File: src/cic_pkg.sv
// Shared constants, carriers and state types of the cascaded interrupt controller
package cic_pkg;

  // ----------------------------------------------------------------
  // Port addresses
  // ----------------------------------------------------------------
  localparam logic [15:0] CIC_MASTER_EVEN = 16'h0020;
  localparam logic [15:0] CIC_MASTER_ODD = 16'h0021;
  localparam logic [15:0] CIC_SLAVE_EVEN = 16'h00a0;
  localparam logic [15:0] CIC_SLAVE_ODD = 16'h00a1;

  // ----------------------------------------------------------------
  // Field positions
  // ----------------------------------------------------------------
  localparam int CIC_W1_SEL = 4;
  localparam int CIC_W1_LEVEL = 3;
  localparam int CIC_W1_INTERVAL = 2;
  localparam int CIC_OP_SEL = 3;
  localparam int CIC_W4_NESTED = 4;
  localparam int CIC_W4_AUTO = 1;
  localparam int CIC_SMM_HI = 6;
  localparam int CIC_SMM_LO = 5;
  localparam int CIC_POLL = 2;
  localparam int CIC_EOI_HI = 7;
  localparam int CIC_EOI_LO = 5;
  localparam int CIC_LVL_HI = 2;
  localparam int CIC_BASE_LO = 3;

  // ----------------------------------------------------------------
  // Command codes
  // ----------------------------------------------------------------
  localparam logic [2:0] CIC_EOI_CLR_ROT = 3'h0;
  localparam logic [2:0] CIC_EOI_NONSPEC = 3'h1;
  localparam logic [2:0] CIC_EOI_NOP = 3'h2;
  localparam logic [2:0] CIC_EOI_SPEC = 3'h3;
  localparam logic [2:0] CIC_EOI_SET_ROT = 3'h4;
  localparam logic [2:0] CIC_EOI_ROT_NONSPEC = 3'h5;
  localparam logic [2:0] CIC_EOI_SET_PRIO = 3'h6;
  localparam logic [2:0] CIC_EOI_ROT_SPEC = 3'h7;
  localparam logic [1:0] CIC_SMM_SET = 2'h3;
  localparam logic [1:0] CIC_SMM_CLR = 2'h2;
  localparam logic [1:0] CIC_RD_REQ = 2'h2;
  localparam logic [1:0] CIC_RD_SRV = 2'h3;
  localparam logic [2:0] CIC_SPURIOUS = 3'h7;

  // ----------------------------------------------------------------
  // Reset values
  // ----------------------------------------------------------------
  localparam logic [7:0] CIC_MASK_RESET = 8'hff;
  localparam logic [2:0] CIC_LOWEST_RESET = 3'h7;

  typedef enum logic [1:0]
  {
    CIC_RUN = 2'b00,
    CIC_W2 = 2'b01,
    CIC_W3 = 2'b10,
    CIC_W4 = 2'b11
  } cic_step_t;

  // ----------------------------------------------------------------
  // Carriers
  // ----------------------------------------------------------------
  typedef struct packed {
    logic wr;
    logic rd;
    logic [15:0] addr;
    logic [7:0] wdata;
  } cic_io_req_t;

  typedef struct packed {
    logic valid;
    logic [7:0] data;
  } cic_io_rsp_t;

  typedef struct packed {
    logic intr;
    logic vector_valid;
    logic [7:0] vector;
  } cic_cpu_t;

  typedef struct packed {
    cic_step_t step;
    logic level_mode;
    logic interval4;
    logic [4:0] base;
    logic [7:0] cascade;
    logic nested;
    logic automatic_end_of_interrupt;
    logic [7:0] mask;
    logic [7:0] irr;
    logic [7:0] isr;
    logic [2:0] lowest;
    logic rotate_aeoi;
    logic smm;
    logic read_isr;
    logic poll;
    logic [7:0] prev;
  } cic_unit_t;

  typedef struct packed {
    cic_unit_t [1:0] unit;
    cic_io_rsp_t rsp;
    cic_cpu_t cpu;
  } cic_state_t;

  localparam cic_unit_t CIC_UNIT_RESET = '{
    step: CIC_RUN, level_mode: 1'b0, interval4: 1'b0, base: 5'h00, cascade: 8'h00,
    nested: 1'b0, automatic_end_of_interrupt: 1'b0, mask: CIC_MASK_RESET, irr: 8'h00, isr: 8'h00,
    lowest: CIC_LOWEST_RESET, rotate_aeoi: 1'b0, smm: 1'b0, read_isr: 1'b0,
    poll: 1'b0, prev: 8'h00};

  localparam cic_state_t CIC_STATE_RESET = '{
    unit: {CIC_UNIT_RESET, CIC_UNIT_RESET}, rsp: '0, cpu: '0};

  // Level that sits at a given priority rank, rank 0 highest
  function automatic logic [2:0] cic_level(logic [2:0] rank, logic [2:0] lowest);
    return 3'(lowest + 3'd1 + rank);
  endfunction : cic_level

endpackage : cic_pkg

File: src/cic_sync.sv
// Two-stage synchroniser for the request pins
`timescale 1ns/1ns
module cic_sync
(
  input wire logic core_clk,
  input wire logic srst,
  input wire logic [15:0] pin,
  output logic [15:0] level
);
  import cic_pkg::*;

  typedef struct packed {
    logic [15:0] s1;
    logic [15:0] s2;
  } cic_sync_state_t;

  cic_sync_state_t st;
  cic_sync_state_t next_st;

  always_comb
  begin
    next_st.s1 = pin;
    next_st.s2 = st.s1;
  end

  always_ff @(posedge core_clk)
  begin
    if (srst)
    begin
      st <= '0;
    end
    else
    begin
      st <= next_st;
    end
  end

  assign level = st.s2;

endmodule : cic_sync

File: src/cic_resolver.sv
// Priority resolver: best eligible request and highest level in service
`timescale 1ns/1ns
module cic_resolver
(
  input wire logic [7:0] req,
  input wire logic [7:0] isr,
  input wire logic [2:0] lowest,
  input wire logic smm,
  input wire logic nested,
  output logic hit,
  output logic [2:0] level,
  output logic isr_hit,
  output logic [2:0] isr_level
);
  import cic_pkg::*;

  logic [3:0] top_rank;
  logic [2:0] lvl;

  always_comb
  begin
    isr_hit = 1'b0;
    isr_level = 3'h0;
    top_rank = 4'h8;
    hit = 1'b0;
    level = 3'h0;
    lvl = 3'h0;
    // Scan from lowest rank so the highest one wins last
    for (int r = 7; r >= 0; r--)
    begin
      lvl = cic_level(3'(r), lowest);
      if (isr[lvl])
      begin
        isr_hit = 1'b1;
        isr_level = lvl;
        top_rank = 4'(r);
      end
    end
    for (int r = 7; r >= 0; r--)
    begin
      lvl = cic_level(3'(r), lowest);
      if (req[lvl])
      begin
        // Special mask lets any level not itself in service through
        if (smm ? !isr[lvl] : (4'(r) < top_rank || (nested && 4'(r) == top_rank)))
        begin
          hit = 1'b1;
          level = lvl;
        end
      end
    end
  end

endmodule : cic_resolver

File: src/cic_top.sv
// Master and slave interrupt controller pair with port decode and CPU handshake
`timescale 1ns/1ns

// Notes on behaviour
// - Master at ports 020h/021h, slave at 0A0h/0A1h, each decodes its own words.
// - First init word bit 3 picks edge or level; bit 2 is stored but does not change vector spacing.
// - Next three odd-port writes are init words two, three, four; then masks.
// - Second init word bits 7:3 give the base vector; low bits zero.
// - Fourth word bit 4 fully nested, bit 1 automatic end of interrupt.
// - Odd port outside init holds readable mask; one blocks an input.
// - End-of-interrupt command bits 7:5 select rotate, end, priority operations.
// - Specific, set-priority and specific-rotate codes act on level bits 2:0.
// - Operation word bits 6:5: 11 enters, 10 leaves special mask mode.
// - Bit 2 polls; bits 1:0 select request or in-service for reads.
// - Even-port read returns the last selected request or in-service register.
// - Request register reads zero for pending, one for not pending.
// - In-service register reads one while that level is serviced.
module cic_top
(
  input wire logic core_clk,
  input wire logic srst,
  input cic_pkg::cic_io_req_t io_req,
  output cic_pkg::cic_io_rsp_t io_rsp,
  input wire logic [15:0] irq_pin,
  input wire logic cpu_inta,
  output cic_pkg::cic_cpu_t cpu
);
  import cic_pkg::*;

  cic_state_t st;
  cic_state_t next_st;

  logic [15:0] irq_level;
  logic [1:0] hit;
  logic [1:0][2:0] lvl;
  logic [1:0] isr_hit;
  logic [1:0][2:0] isr_lvl;
  logic [1:0][7:0] raw;
  logic [1:0] sel_even;
  logic [1:0] sel_odd;

  // ----------------------------------------------------------------
  // Request inputs and resolvers
  // ----------------------------------------------------------------
  cic_sync u_sync
  (
    .core_clk(core_clk),
    .srst(srst),
    .pin(irq_pin),
    .level(irq_level)
  );

  always_comb
  begin
    raw[1] = irq_level[15:8];
    // Cascade input of the master follows the slave's pending state
    raw[0] = {irq_level[7:3], hit[1], irq_level[1:0]};
    sel_even[0] = io_req.addr == CIC_MASTER_EVEN;
    sel_odd[0] = io_req.addr == CIC_MASTER_ODD;
    sel_even[1] = io_req.addr == CIC_SLAVE_EVEN;
    sel_odd[1] = io_req.addr == CIC_SLAVE_ODD;
  end

  for (genvar u = 0; u < 2; u++)
  begin : g_res
    cic_resolver u_res
    (
      .req(st.unit[u].irr & ~st.unit[u].mask),
      .isr(st.unit[u].isr),
      .lowest(st.unit[u].lowest),
      .smm(st.unit[u].smm),
      .nested(st.unit[u].nested),
      .hit(hit[u]),
      .level(lvl[u]),
      .isr_hit(isr_hit[u]),
      .isr_level(isr_lvl[u])
    );
  end

  // ----------------------------------------------------------------
  // Helpers
  // ----------------------------------------------------------------
  // Acknowledge a level: mark in service or end at once in auto mode
  function automatic cic_unit_t cic_take(cic_unit_t un, logic [2:0] l);
    cic_unit_t r;
    r = un;
    if (un.automatic_end_of_interrupt)
    begin
      if (un.rotate_aeoi)
      begin
        r.lowest = l;
      end
    end
    else
    begin
      r.isr[l] = 1'b1;
    end
    if (!un.level_mode)
    begin
      r.irr[l] = 1'b0;
    end
    return r;
  endfunction : cic_take

  // Decode one end-of-interrupt command
  function automatic cic_unit_t cic_eoi(cic_unit_t un, logic [7:0] d, logic top_ok,
                                       logic [2:0] top);
    cic_unit_t r;
    logic [2:0] l;
    r = un;
    l = d[CIC_LVL_HI:0];
    case (d[CIC_EOI_HI:CIC_EOI_LO])
      CIC_EOI_CLR_ROT: r.rotate_aeoi = 1'b0;
      CIC_EOI_SET_ROT: r.rotate_aeoi = 1'b1;
      CIC_EOI_NONSPEC:
      begin
        if (top_ok)
        begin
          r.isr[top] = 1'b0;
        end
      end
      CIC_EOI_ROT_NONSPEC:
      begin
        if (top_ok)
        begin
          r.isr[top] = 1'b0;
          r.lowest = top;
        end
      end
      CIC_EOI_SPEC: r.isr[l] = 1'b0;
      CIC_EOI_SET_PRIO: r.lowest = l;
      CIC_EOI_ROT_SPEC:
      begin
        r.isr[l] = 1'b0;
        r.lowest = l;
      end
      CIC_EOI_NOP: r = un;
      default: r = un;
    endcase
    return r;
  endfunction : cic_eoi

  // ----------------------------------------------------------------
  // Next state
  // ----------------------------------------------------------------
  always_comb
  begin
    cic_unit_t un;
    logic [7:0] d;
    logic [7:0] rise;
    logic [2:0] s_lvl;
    un = '0;
    d = io_req.wdata;
    rise = 8'h00;
    s_lvl = 3'h0;
    next_st = st;
    next_st.rsp.valid = 1'b0;
    next_st.cpu.vector_valid = 1'b0;

    // CPU acknowledge: master picks, cascade level hands over to the slave
    if (cpu_inta)
    begin
      next_st.cpu.vector_valid = 1'b1;
      if (!hit[0])
      begin
        next_st.cpu.vector = {st.unit[0].base, CIC_SPURIOUS};
      end
      else
      begin
        next_st.unit[0] = cic_take(st.unit[0], lvl[0]);
        if (st.unit[0].cascade[lvl[0]])
        begin
          s_lvl = hit[1] ? lvl[1] : CIC_SPURIOUS;
          if (hit[1])
          begin
            next_st.unit[1] = cic_take(st.unit[1], lvl[1]);
          end
          next_st.cpu.vector = {st.unit[1].base, s_lvl};
        end
        else
        begin
          next_st.cpu.vector = {st.unit[0].base, lvl[0]};
        end
      end
    end

    for (int u = 0; u < 2; u++)
    begin
      un = next_st.unit[u];

      // Register reads
      if (io_req.rd && (sel_even[u] || sel_odd[u]))
      begin
        next_st.rsp.valid = 1'b1;
        if (sel_odd[u])
        begin
          next_st.rsp.data = st.unit[u].mask;
        end
        else if (st.unit[u].poll)
        begin
          // Poll read doubles as an acknowledge
          next_st.rsp.data = {hit[u], 4'h0, lvl[u]};
          un.poll = 1'b0;
          if (hit[u])
          begin
            un = cic_take(un, lvl[u]);
          end
        end
        else if (st.unit[u].read_isr)
        begin
          next_st.rsp.data = st.unit[u].isr;
        end
        else
        begin
          next_st.rsp.data = ~st.unit[u].irr;
        end
      end

      // Register writes
      if (io_req.wr && sel_even[u])
      begin
        if (d[CIC_W1_SEL])
        begin
          un = CIC_UNIT_RESET;
          un.level_mode = d[CIC_W1_LEVEL];
          un.interval4 = d[CIC_W1_INTERVAL];
          un.mask = 8'h00;
          un.prev = st.unit[u].prev;
          un.step = CIC_W2;
        end
        else if (!d[CIC_OP_SEL])
        begin
          un = cic_eoi(un, d, isr_hit[u], isr_lvl[u]);
          // Acknowledge in the same cycle keeps its in-service bit
          un.isr = un.isr | (next_st.unit[u].isr & ~st.unit[u].isr);
        end
        else
        begin
          if (d[CIC_SMM_HI:CIC_SMM_LO] == CIC_SMM_SET)
          begin
            un.smm = 1'b1;
          end
          else if (d[CIC_SMM_HI:CIC_SMM_LO] == CIC_SMM_CLR)
          begin
            un.smm = 1'b0;
          end
          if (d[1:0] == CIC_RD_REQ)
          begin
            un.read_isr = 1'b0;
          end
          else if (d[1:0] == CIC_RD_SRV)
          begin
            un.read_isr = 1'b1;
          end
          un.poll = d[CIC_POLL];
        end
      end
      else if (io_req.wr && sel_odd[u])
      begin
        case (st.unit[u].step)
          CIC_W2:
          begin
            un.base = d[7:CIC_BASE_LO];
            un.step = CIC_W3;
          end
          CIC_W3:
          begin
            un.cascade = d;
            un.step = CIC_W4;
          end
          CIC_W4:
          begin
            un.nested = d[CIC_W4_NESTED];
            un.automatic_end_of_interrupt = d[CIC_W4_AUTO];
            un.step = CIC_RUN;
          end
          CIC_RUN: un.mask = d;
          default: un.step = CIC_RUN;
        endcase
      end

      // Request capture; a new edge wins over a same-cycle clear
      rise = raw[u] & ~st.unit[u].prev;
      if (un.level_mode)
      begin
        un.irr = raw[u];
      end
      else
      begin
        un.irr = (un.irr | rise) & raw[u];
      end
      un.prev = raw[u];
      next_st.unit[u] = un;
    end

    next_st.cpu.intr = hit[0];
  end

  // ----------------------------------------------------------------
  // State register
  // ----------------------------------------------------------------
  always_ff @(posedge core_clk)
  begin
    if (srst)
    begin
      st <= CIC_STATE_RESET;
    end
    else
    begin
      st <= next_st;
    end
  end

  assign io_rsp = st.rsp;
  assign cpu = st.cpu;

endmodule : cic_top

File: config.mk
export PLATFORM = sky130hd
export DESIGN_NAME = cic_top
export DESIGN_NICKNAME = d
export VERILOG_FILES = /design/src/cic_pkg.sv /design/src/cic_sync.sv /design/src/cic_resolver.sv /design/src/cic_top.sv
export SDC_FILE = /design/constraint.sdc
export NUM_CORES = 1
export LEC_CHECK = 0
export ABC_AREA = 1
export BUFFER_PORTS_ARGS = -buffer_cell sky130_fd_sc_hd__buf_2
export CAP_MARGIN = 30
export CORE_MARGIN = 5
export CORE_UTILIZATION = 45
export CTS_CLUSTER_DIAMETER = 80
export DETAILED_ROUTE_END_ITERATION = 6
export SKIP_CTS_REPAIR_TIMING = 1
export SLEW_MARGIN = 15
export SYNTH_ARGS = -nofsm -noshare
export SYNTH_HDL_FRONTEND = slang
export SYNTH_SLANG_ARGS = --single-unit
File: constraint.sdc
create_clock -name core_clk -period 5.45 [get_ports core_clk]
set_input_delay 0.2725 -clock core_clk [delete_from_list [all_inputs] [get_ports core_clk]]
set_output_delay 0.2725 -clock core_clk [all_outputs]
set_load 0.01 [all_outputs]
# Word level (Yosys, flattened, before mapping)
# Index checks and enable logic that the tools add are counted.
# word_totals
register_bits	167
input_bits	45
out_inout_bits	19
word_cells	535
# op_classes
addsub	16
n_lt_le_gt_ge	42
eq_ne	34
muxes	298
bitwise_logic	37
n_reduce_logical	69
# ops
op	n
$mux 31	12
$mux 8	30
$mux 89	2
$mux 3	59
$and 8x8->8	16
$mux 58	2
$mux 1	110
$not 8->8	13
$bmux 1 s3	33
$mux 23	4
$lt 3x4->1 const B	21
$mux 4	16
$or 8x8->8	8
$pmux 8 s3	2
$eq 16x6->1 const B	2
$eq 16x8->1 const B	2
$eq 3x4->1 const A	8
$lt 3x4->1 const A	8
$logic_and 1x1->1	27
$mux 9	3
$add 3x3->3 const B	8
$mux 12	2
$mux 11	2
$logic_or 1x1->1	18
24 further kinds	88

# Longest topological paths before layout
# Gate-level depths: netlist of run 1.
# logic_depth
word_depth	62
mapped_depth	44

# Modules after synthesis
# From an unflattened synthesis of run 1, not the netlist that was laid out.
# hier_totals
cells_unflattened	1804
hier_area_um2	11222.0
# by_module_without_submodules
module	n_inst	cells_per_inst	area_each_um2
cic_top	1	1045	6926.6
cic_resolver	2	330	1690.4
cic_sync	1	99	914.6

# Worst setup path before layout of run 1
# OpenSTA, ideal clock, no wires.
# synth_timing
kind	reg-to-reg
startpoint	register st[89] (netlist name)
endpoint	register st[98] (netlist name)
arrival_time_ns	4.022
required_ns	5.380
path_slack_ns	1.358
path_stages_with_launch	30
period_less_slack_ns	4.092
cell_sequence	dfxtp_1 > buf_4 > buf_6 > inv_1 > clkbuf_1 > ha_1 > clkbuf_1 > or2_1 > o21ai_0 > nor2_1 > nor2_4 > inv_1 > nor2_2 > nand2_1 > nor2_2 > nor2_1 > a211oi_2 > nand3_1 > nand3_1 > nand3_1 > nand2_1 > nand3_1 > nand2_1 > nand3_1 > nand2_1 > buf_6 > nand3_1 > o21ai_0 > nand3b_1 > a21oi_1
# synth_between
elab_chain_cells	58
# synth_lines
element	line	rtl
start: declaration	cic_top.sv:30	cic_state_t st;
start signal: assignment	cic_top.sv:310	st <= next_st;
$add 3x1->3 *	cic_pkg.sv:117	return 3'(lowest + 3'd1 + rank);
branches (longest 56 deep; another with $lt 3x4->1)	--	
$mux 31 *	cic_top.sv:220	if (io_req.wr && sel_even[u])
# Mark *: on every way between the ends. The select of a mux whose other input is x is not followed.
# A chain may end at the register's enable or synchronous reset.

# Worst setup path in the final report of run 1
# layout_timing
startpoint	register st[89] (netlist name)
endpoint	register st[93] (netlist name)
# The elaborated chain is that of the path after synthesis.

==> results of run 1 <==
power by group:
part | switching, W | total (W) | internal (W)
clock | 0.000574 | 0.00128 | 0.000705
combinational | 0.0000821 | 0.000117 | 0.0000354
sequential | 0.00000742 | 0.00116 | 0.00115
total | 0.000663 | 0.00255 | 0.00189
layout make-up:
class                      instances  area, um2  area share [%]
multi-input combinational       1226       6050            52.3
sequential                       155       3100            26.8
inverter                         264        992            8.57
clock buffer                      17        425            3.68
timing repair buffer              75        408            3.52
tap                              319        399            3.45
clock inverter                    15        199            1.72
synthesized netlist by cell type, drive strengths merged, types with 14 or more instances:
library cell / n / area share [%]
o211ai: 36 / 2.6
nand2: 465 / 17
clkbuf: 34 / 1.2
buf: 39 / 2.6
inv: 259 / 9.2
nand4: 14 / 0.89
a211oi: 14 / 1.0
nor3: 15 / 0.71
dfxtp: 155 / 29
nor2: 186 / 7.0
o21ai: 162 / 7.8
a31oi: 23 / 1.4
ha: 14 / 1.7
a21oi: 97 / 4.8
nand3: 116 / 5.6
metal layers:
layer	share of wire (%)	up-vias
met5	0	-
met4	2.3	0
met3	6.8	51
met2	44	392
met1	47	5045
li1	-	5638
worst paths after layout:
| path | startpoint | to | slack [ns] |
|---|---|---|---|
| min | irq_pin[8] | u_sync.next_st[8] | 0.04 |
| max | st[89] | st[93] | 0.50 |
| min reg2reg | u_sync.next_st[14] | u_sync.level[14] | 0.40 |
| max reg2reg | st[89] | st[93] | 0.50 |
flip-flops by register name, indices dropped and copies added (netlist names):
| register | flops |
|---|---|
| u_sync.next_st | 15 |
| io_rsp | 9 |
| cpu | 10 |
| st | 106 |
| u_sync.level | 15 |
per-stage QoR:
| step | setup slack [ns] | cell area (um2) | cells |
|---|---|---|---|
| 2_1_floorplan | 1.36 | 10500 | 1718 |
| 3_3_place_gp | 0.616 | 10900 | 2036 |
| 3_5_place_dp | 0.590 | 10900 | 2038 |
| 4_1_cts | 0.552 | 11600 | 2070 |
| 5_1_grt | 0.0441 | 11600 | 2071 |
| 6_report | 0.502 | 11600 | 2071 |
logic make-up after synthesis:
logic type,Yosys count,share of synthesized area (%)
AO/OA/AOI/OAI,377,21.2
XOR/XNOR,3,0.463
adder cells (fa/ha/maj),14,1.66
buffers and inverters,337,13.2
flip-flops,155,29.4
multiplexers,7,0.664
AND/OR/NAND/NOR,825,33.3
worst min-delay path, cell delays in order:
cell	delay, ns
buf_2	0.07
inv_1	0.03
nor2_1	0.06
layout by cell type, fill, tap and decap left out, types with 8 or more instances in the layout:
| cell type | instances |
|---|---|
| nand3_1 | 114 |
| clkbuf_16 | 17 |
| o21ai_0 | 150 |
| dfxtp_1 | 155 |
| nand4_1 | 13 |
| buf_2 | 62 |
| o2111ai_1 | 8 |
| ha_1 | 14 |
| inv_1 | 250 |
| nand2_1 | 445 |
| a211oi_1 | 13 |
| buf_4 | 13 |
| o21ai_1 | 9 |
| a21oi_1 | 94 |
| a31oi_1 | 22 |
| nor2_1 | 176 |
| nor3_1 | 15 |
| inv_2 | 9 |
| o211ai_1 | 36 |
| nand2_2 | 14 |
==> results.yml, run 1 <==
floorplanning:
  fp-row-count: 56
  initial_utilization_pct: 45.3
  ios: 64
  dieArea_mm2: 0.0266
  die_h_um: 163
  core-area_mm2: 0.0233
  fp.dieW_um: 163
timing:
  hold_slack_ns: 0.0374
  fin_crit_sh_pct: 90.8
  tns_ns: 0
  skew_ns: 0.00846
  fmax_mhz: 202
  drv_slew: 0
  final_hold_viol_count: 0
  setup_viol: 0
  relSlewSlack_pct: 40.9
  min_period_ns: 4.95
  tightest_slew_ns: 0.886
  grt_setup_unrepaired: "no"
yosys:
  yosys_warnings: 0
  synth_ff_type: "dfxtp_1"
  synthArstFlopShare_pct: 0
  synth-edff-count: 0
  syn_inst: 1718
  synth_area_per_cell_um2: 6.14
  syn_nets: 1777
  synth_cell_types: 60
  yosysSeqAreaShare_pct: 29.4
  synth_area_mm2: 0.0105
  ys_ff_latch: 155
finish:
  utilization_pct: 49.8
  fin_nets: 1798
  diodes: 0
  areaGrowthSynthToFinish_pct: 9.75
  num-fill-cells: 2529
  drive_gt1_share_pct: 9.59
clock_tree:
  clk_pin_slew_ns: 0.07
  root_buffer: "clkbuf_16"
  cts_num_sinks: 155
  h-tree-depth: 4
  cts_tree: "done"
  clk_latency_ns: 0.43
  clockBufferDepth: 2
  cts_buffers: 17
run_status:
  status: "finished clean"
critical_path:
  start_kind: "register"
  cp_max_fo: 12
  worstSetupPathDepth: 27
  path_common_cell: "nand2_1"
  ff2ff_path_depth: 27
  slowest_delay_ns: 0.50
  crit_family: "simple AND/OR/NAND/NOR gates"
  critPathKind: "register to register"
  slowest_stage: "xnor2_2"
  crit_buf_inv: 3
  worstPathArrival_ns: 5.32
  critPathRequiredTime_ns: 5.82
  end_kind: "register"
place:
  routabilityCongestion: 0.931
  io_buffers: 62
  place_hpwl_um: 25900
route:
  dr.first_iter.drc_count: 950
  wl_per_cell_um: 16.3
  num_vias: 11126
  via_per_inst: 5.37
  detail-route-antenna-nets: 0
  firstDrtPassIters: 6
  drc: 0
  wirelength_um: 33700
global_routing:
  antenna_found_initial: 0
  globalRouteMet2Util_pct: 39.2
  gr-max-usage-layer: "met2"
  grt-ovfl-total: 0
  grt_max_degree: 66
  met3_usage_pct: 4.06
  grt_usage_pct: 25.1
  grt_pass1_vias: 10056
  use_met1_pct: 35.9
  grt_pass1_wl_um: 53400
power_and_ir_drop:
  cellPowerDensity_mw_per_mm2: 221
  irDropWorstVdd_mv: 0.222
  p_leak_nw: 5.48
  p_total_w: 0.00255
min_path:
  hold_path_class: "primary input to register"
  hold_depth: 3
run:
  maxCapViolCount: 0
No activity file was read; power rests on OpenSTA's default activity.
==> inputs of run 2 (changes only) <==
clock period = 6.3 ns   (was 5.45 ns; I/O delays follow)
==> run 2 against run 1 <==
Non-clock buffer count fell by 1. Flip-flop and latch count did not move. First-iteration DRC count rose by 6.5%. Count of clock-buffer cells in the layout did not move. Power fell by 16%. Maximum frequency fell by 10%. Design area fell by 0.27%. Routed wire length fell by 0.67%. Critical endpoint is now st[106].
==> results.yml, run 2 (same netlist as run 1, synthesis figures left out) <==
clock_tree:
  clk_pin_slew_ns: 0.08
  h-tree-depth: 4
  cts_buffers: 17
  cts_tree: "done"
  clk_latency_ns: 0.44
  cts_num_sinks: 155
  clockBufferDepth: 2
  root_buffer: "clkbuf_16"
place:
  dp.cells: 2037
  routabilityCongestion: 0.912
  place_hpwl_um: 25800
  place_area_mm2: 0.0109
  dp_slack_ns: 0.811
  io_buffers: 62
finish:
  num-fill-cells: 2462
  largest_register_ffs: 106
  areaGrowthSynthToFinish_pct: 9.46
  multi_input_area_mm2: 0.00605
  diodes: 0
  final_cell_mix: "445 x nand2_1, 250 x inv_1, 176 x nor2_1, 155 x dfxtp_1, 150 x o21ai_0"
  fin_nets: 1797
  final_area_mm2: 0.0115
  final_common_cell: "nand2_1"
  layout.cells.non_filler: 2070
  drive_gt1_share_pct: 9.54
  regMostFlops: "st"
  seq_area_mm2: 0.00310
timing:
  setup_viol: 0
  skew_ns: 0.0150
  final_hold_viol_count: 0
  drv_slew: 0
  fmax_mhz: 181
  tightest_slew_ns: 0.881
  hold_slack_ns: 0.0729
  tns_ns: 0
  min_period_ns: 5.52
  grt_setup_unrepaired: "no"
  fin_crit_sh_pct: 87.7
  relSlewSlack_pct: 40.7
  fin_ws_ns: 0.776
route:
  wl_per_cell_um: 16.2
  via_per_inst: 5.31
  detail-route-antenna-nets: 0
  firstDrtPassIters: 6
  wirelength_um: 33500
  drc: 0
  dr.first_iter.drc_count: 1012
  num_vias: 10998
critical_path:
  slowest_delay_ns: 0.70
  worstPathArrival_ns: 5.85
  cp_max_fo: 16
  critPathRequiredTime_ns: 6.63
  end_kind: "register"
  path_common_cell: "nand2_1"
  start_kind: "register"
  slowest_stage: "ha_1"
  critPathKind: "register to register"
  ff2ff_setup_slack_ns: 0.78
global_routing:
  grt_pass1_wl_um: 53700
  antenna_found_initial: 0
  grt_usage_pct: 25.2
  grt_max_degree: 73
  grt-ovfl-total: 0
  grt_pass1_vias: 10038
floorplanning:
  fp-row-count: 56
  die_h_um: 163
  initial_utilization_pct: 45.3
  ios: 64
  core-area_mm2: 0.0233
  dieArea_mm2: 0.0266
  fp.dieW_um: 163
min_path:
  hold_path_class: "primary input to register"
power_and_ir_drop:
  irDropWorstVdd_mv: 0.176
  cellPowerDensity_mw_per_mm2: 185
  p_leak_nw: 5.46
run:
  maxCapViolCount: 0
run_status:
  status: "finished clean"
## run 2: cell types whose count changed in the layout (fill, tap and decap cells not counted)
cell       delta
inv_6         -2
clkinv_4      +3
clkinv_2      -1
bufinv_16     -2
buf_4         -1
clkinv_8      +2
## run 2: power by group
group	internal, W	switching, W	total, W
logic	0.0000306	0.0000706	0.000101
registers	0.000995	0.00000639	0.00100
clock network	0.000536	0.000500	0.00104
total	0.00156	0.000577	0.00214
## run 2: path summary, 6_finish.rpt
path	start	end	cells past startpoint
worst max register to register	st[31]	st[106]	36
worst max-delay path	st[31]	st[106]	36
worst min-delay path	irq_pin[12]	u_sync.next_st[12]	3
worst min register to register	u_sync.next_st[1]	u_sync.level[1]	2
## run 2: area by class of cell
| cell class | instances | share of cell area [%] |
|---|---|---|
| multi-input cells | 1226 | 52.4 |
| flip-flops and latches | 155 | 26.9 |
| inverters | 264 | 8.60 |
| clock buffers | 17 | 3.69 |
| repair buffers | 74 | 3.47 |
| well taps | 319 | 3.46 |
| clock inverters | 15 | 1.52 |
## run 2: critical path: cells and delay by family, from the launching register on
| kind | cells | cell delay, ns |
|---|---|---|
| buffers and inverters | 3 | 0.46 |
| adder cells (fa/ha/maj) | 1 | 0.70 |
| AO/OA/AOI/OAI | 2 | 0.14 |
| AND/OR/NAND/NOR | 30 | 3.74 |
| flip-flops | 1 | 0.34 |
## run 2: routing by layer
metal	up-vias	wire length (um)	track usage, %	share of wire [%]
met2	359	14500	39.3	43
met4	0	575	6.02	1.7
met5	-	0	0	0
met3	42	2250	3.66	6.7
met1	4954	16200	36.8	48
li1	5643	-	-	-
## run 2: metrics by stage
step                total power [W]  utilization [%]
floorplan                   0.00108                -
global placement            0.00112             46.9
finish                      0.00214             49.6
global route                0.00221             49.6
CTS                         0.00215             49.6
detailed placement          0.00112             47.0
==> inputs of run 3 (changes only) <==
CELL_PAD_IN_SITES_DETAIL_PLACEMENT = 1   (was not set)
CELL_PAD_IN_SITES_GLOBAL_PLACEMENT = 1   (was not set)
CORE_ASPECT_RATIO = 1.75   (was not set)
PLACE_DENSITY_LB_ADDON = 0.1   (was not set)
SETUP_SLACK_MARGIN = 0.02   (was not set)
==> run 3 against run 2 <==
Die area grew 0.45%. Count of clock-buffer cells in the layout grew 2. Largest power group unchanged. Sequential share of layout area shrank 0.084 points. Final cell count shrank 0.48%. Largest cell class unchanged. Hold slack is essentially flat. Flip-flop and latch count is the same. Combinational power grew 6%. Critical path type unchanged. Register-to-register slack gained 0.35 ns. Via count grew 5.2%.
==> results.yml, run 3 (same netlist as run 1, synthesis figures left out) <==
critical_path:
  ff2ff_setup_slack_ns: 1.13
  end_kind: "register"
  critPathRequiredTime_ns: 6.63
  slowest_stage: "a31oi_1"
  start_kind: "register"
  worstPathArrival_ns: 5.50
  slowest_delay_ns: 0.42
  cp_max_fo: 16
  crit_family: "simple AND/OR/NAND/NOR gates"
  critPathKind: "register to register"
  path_common_cell: "nand2_1"
  crit_buf_inv: 4
place:
  dp_slack_ns: 1.24
  io_buffers: 62
  routabilityCongestion: 0.953
  place_hpwl_um: 30300
  place_area_mm2: 0.0110
route:
  firstDrtPassIters: 5
  detail-route-antenna-nets: 0
  dr.first_iter.drc_count: 613
  wl_per_cell_um: 18.8
  drc: 0
  wirelength_um: 38700
  num_vias: 11570
  via_per_inst: 5.62
floorplanning:
  ios: 64
  dieArea_mm2: 0.0267
  core-area_mm2: 0.0232
  die_h_um: 213
  fp.dieW_um: 126
  initial_utilization_pct: 45.4
  fp-row-count: 74
global_routing:
  grt-ovfl-total: 0
  grt_max_degree: 73
  antenna_found_initial: 0
  grt_pass1_wl_um: 61100
  grt_pass1_vias: 11679
  grt_usage_pct: 28.9
power_and_ir_drop:
  swShare_pct: 25.3
  p_leak_nw: 5.50
  clkPwrFrac_pct: 49.8
  cellPowerDensity_mw_per_mm2: 191
  p_seq_share_pct: 45.3
  irDropWorstVdd_mv: 0.276
  p_total_w: 0.00221
  power.switching_w: 0.000558
  p_int_w: 0.00165
  combPwrFrac_pct: 4.8
finish:
  drive_gt1_share_pct: 9.79
  largest_register_ffs: 106
  seq_area_mm2: 0.00310
  fin_nets: 1802
  regMostFlops: "st"
  utilization_pct: 49.8
  final_common_cell: "nand2_1"
  num-fill-cells: 3237
  final_area_mm2: 0.0116
  diodes: 0
  areaGrowthSynthToFinish_pct: 9.80
  final_cell_mix: "445 x nand2_1, 250 x inv_1, 176 x nor2_1, 155 x dfxtp_1, 150 x o21ai_0"
  multi_input_area_mm2: 0.00605
timing:
  tns_ns: 0
  final_hold_viol_count: 0
  fin_crit_sh_pct: 82.1
  relSlewSlack_pct: 38.1
  setup_viol: 0
  min_period_ns: 5.17
  drv_slew: 0
  grt_setup_unrepaired: "no"
  tightest_slew_ns: 0.925
  skew_ns: 0.00810
  fmax_mhz: 193
  fin_ws_ns: 1.13
clock_tree:
  cts_buffers: 17
  clockBufferDepth: 2
  h-tree-depth: 4
  root_buffer: "clkbuf_16"
  clk_pin_slew_ns: 0.07
  cts_num_sinks: 155
  cts_tree: "done"
  clk_latency_ns: 0.44
run_status:
  status: "finished clean"
run:
  maxCapViolCount: 0
min_path:
  hold_path_class: "primary input to register"
[run 3: power by group through the flow]
stage	Sequential [W]	Clock (W)	Combinational [W]
global placement	0.00102	0	0.000102
CTS	0.00100	0.00111	0.000106
global route	0.00100	0.00115	0.000117
finish	0.00100	0.00110	0.000107
detailed placement	0.00102	0	0.000105
floorplan	0.00102	0	0.0000612
[run 3: worst register-to-register path: cells and delay by family (launching register included)]
kind,cells,cell delay (ns)
fa+ha+maj,1,0.31
buf+inv,4,0.54
flops,1,0.34
compound gates,3,0.69
simple gates,28,3.17
[run 3: area by class of cell]
cell class	instances	share of cell area [%]
Tap cell	304	3.28
Multi-Input combinational cell	1226	52.2
Clock inverter	13	1.45
Sequential cell	155	26.8
Timing Repair Buffer	79	3.76
Clock buffer	19	3.91
Inverter	264	8.57
[run 3: per-stage QoR]
step	instances	hold slack, ns
CTS	2059	0.0641
global route	2060	0.0762
floorplan	1718	0.388
global placement	2024	0.390
finish	2060	0.0731
detailed placement	2027	0.398
[run 3: routing by layer]
metal  track usage (%)  part of all wire (%)
met3              3.92                   3.7
met1              32.0                    39
met5                 0                     0
met4              17.7                   6.5
met2              51.9                    50
[run 3: final timing paths]
path                          start            endpoint  cells after the start
setup / recovery             st[31]             st[105]                     36
hold / removal          irq_pin[15]  u_sync.next_st[15]                      3
setup reg to reg             st[31]             st[105]                     36
hold reg to reg   u_sync.next_st[8]     u_sync.level[8]                      2
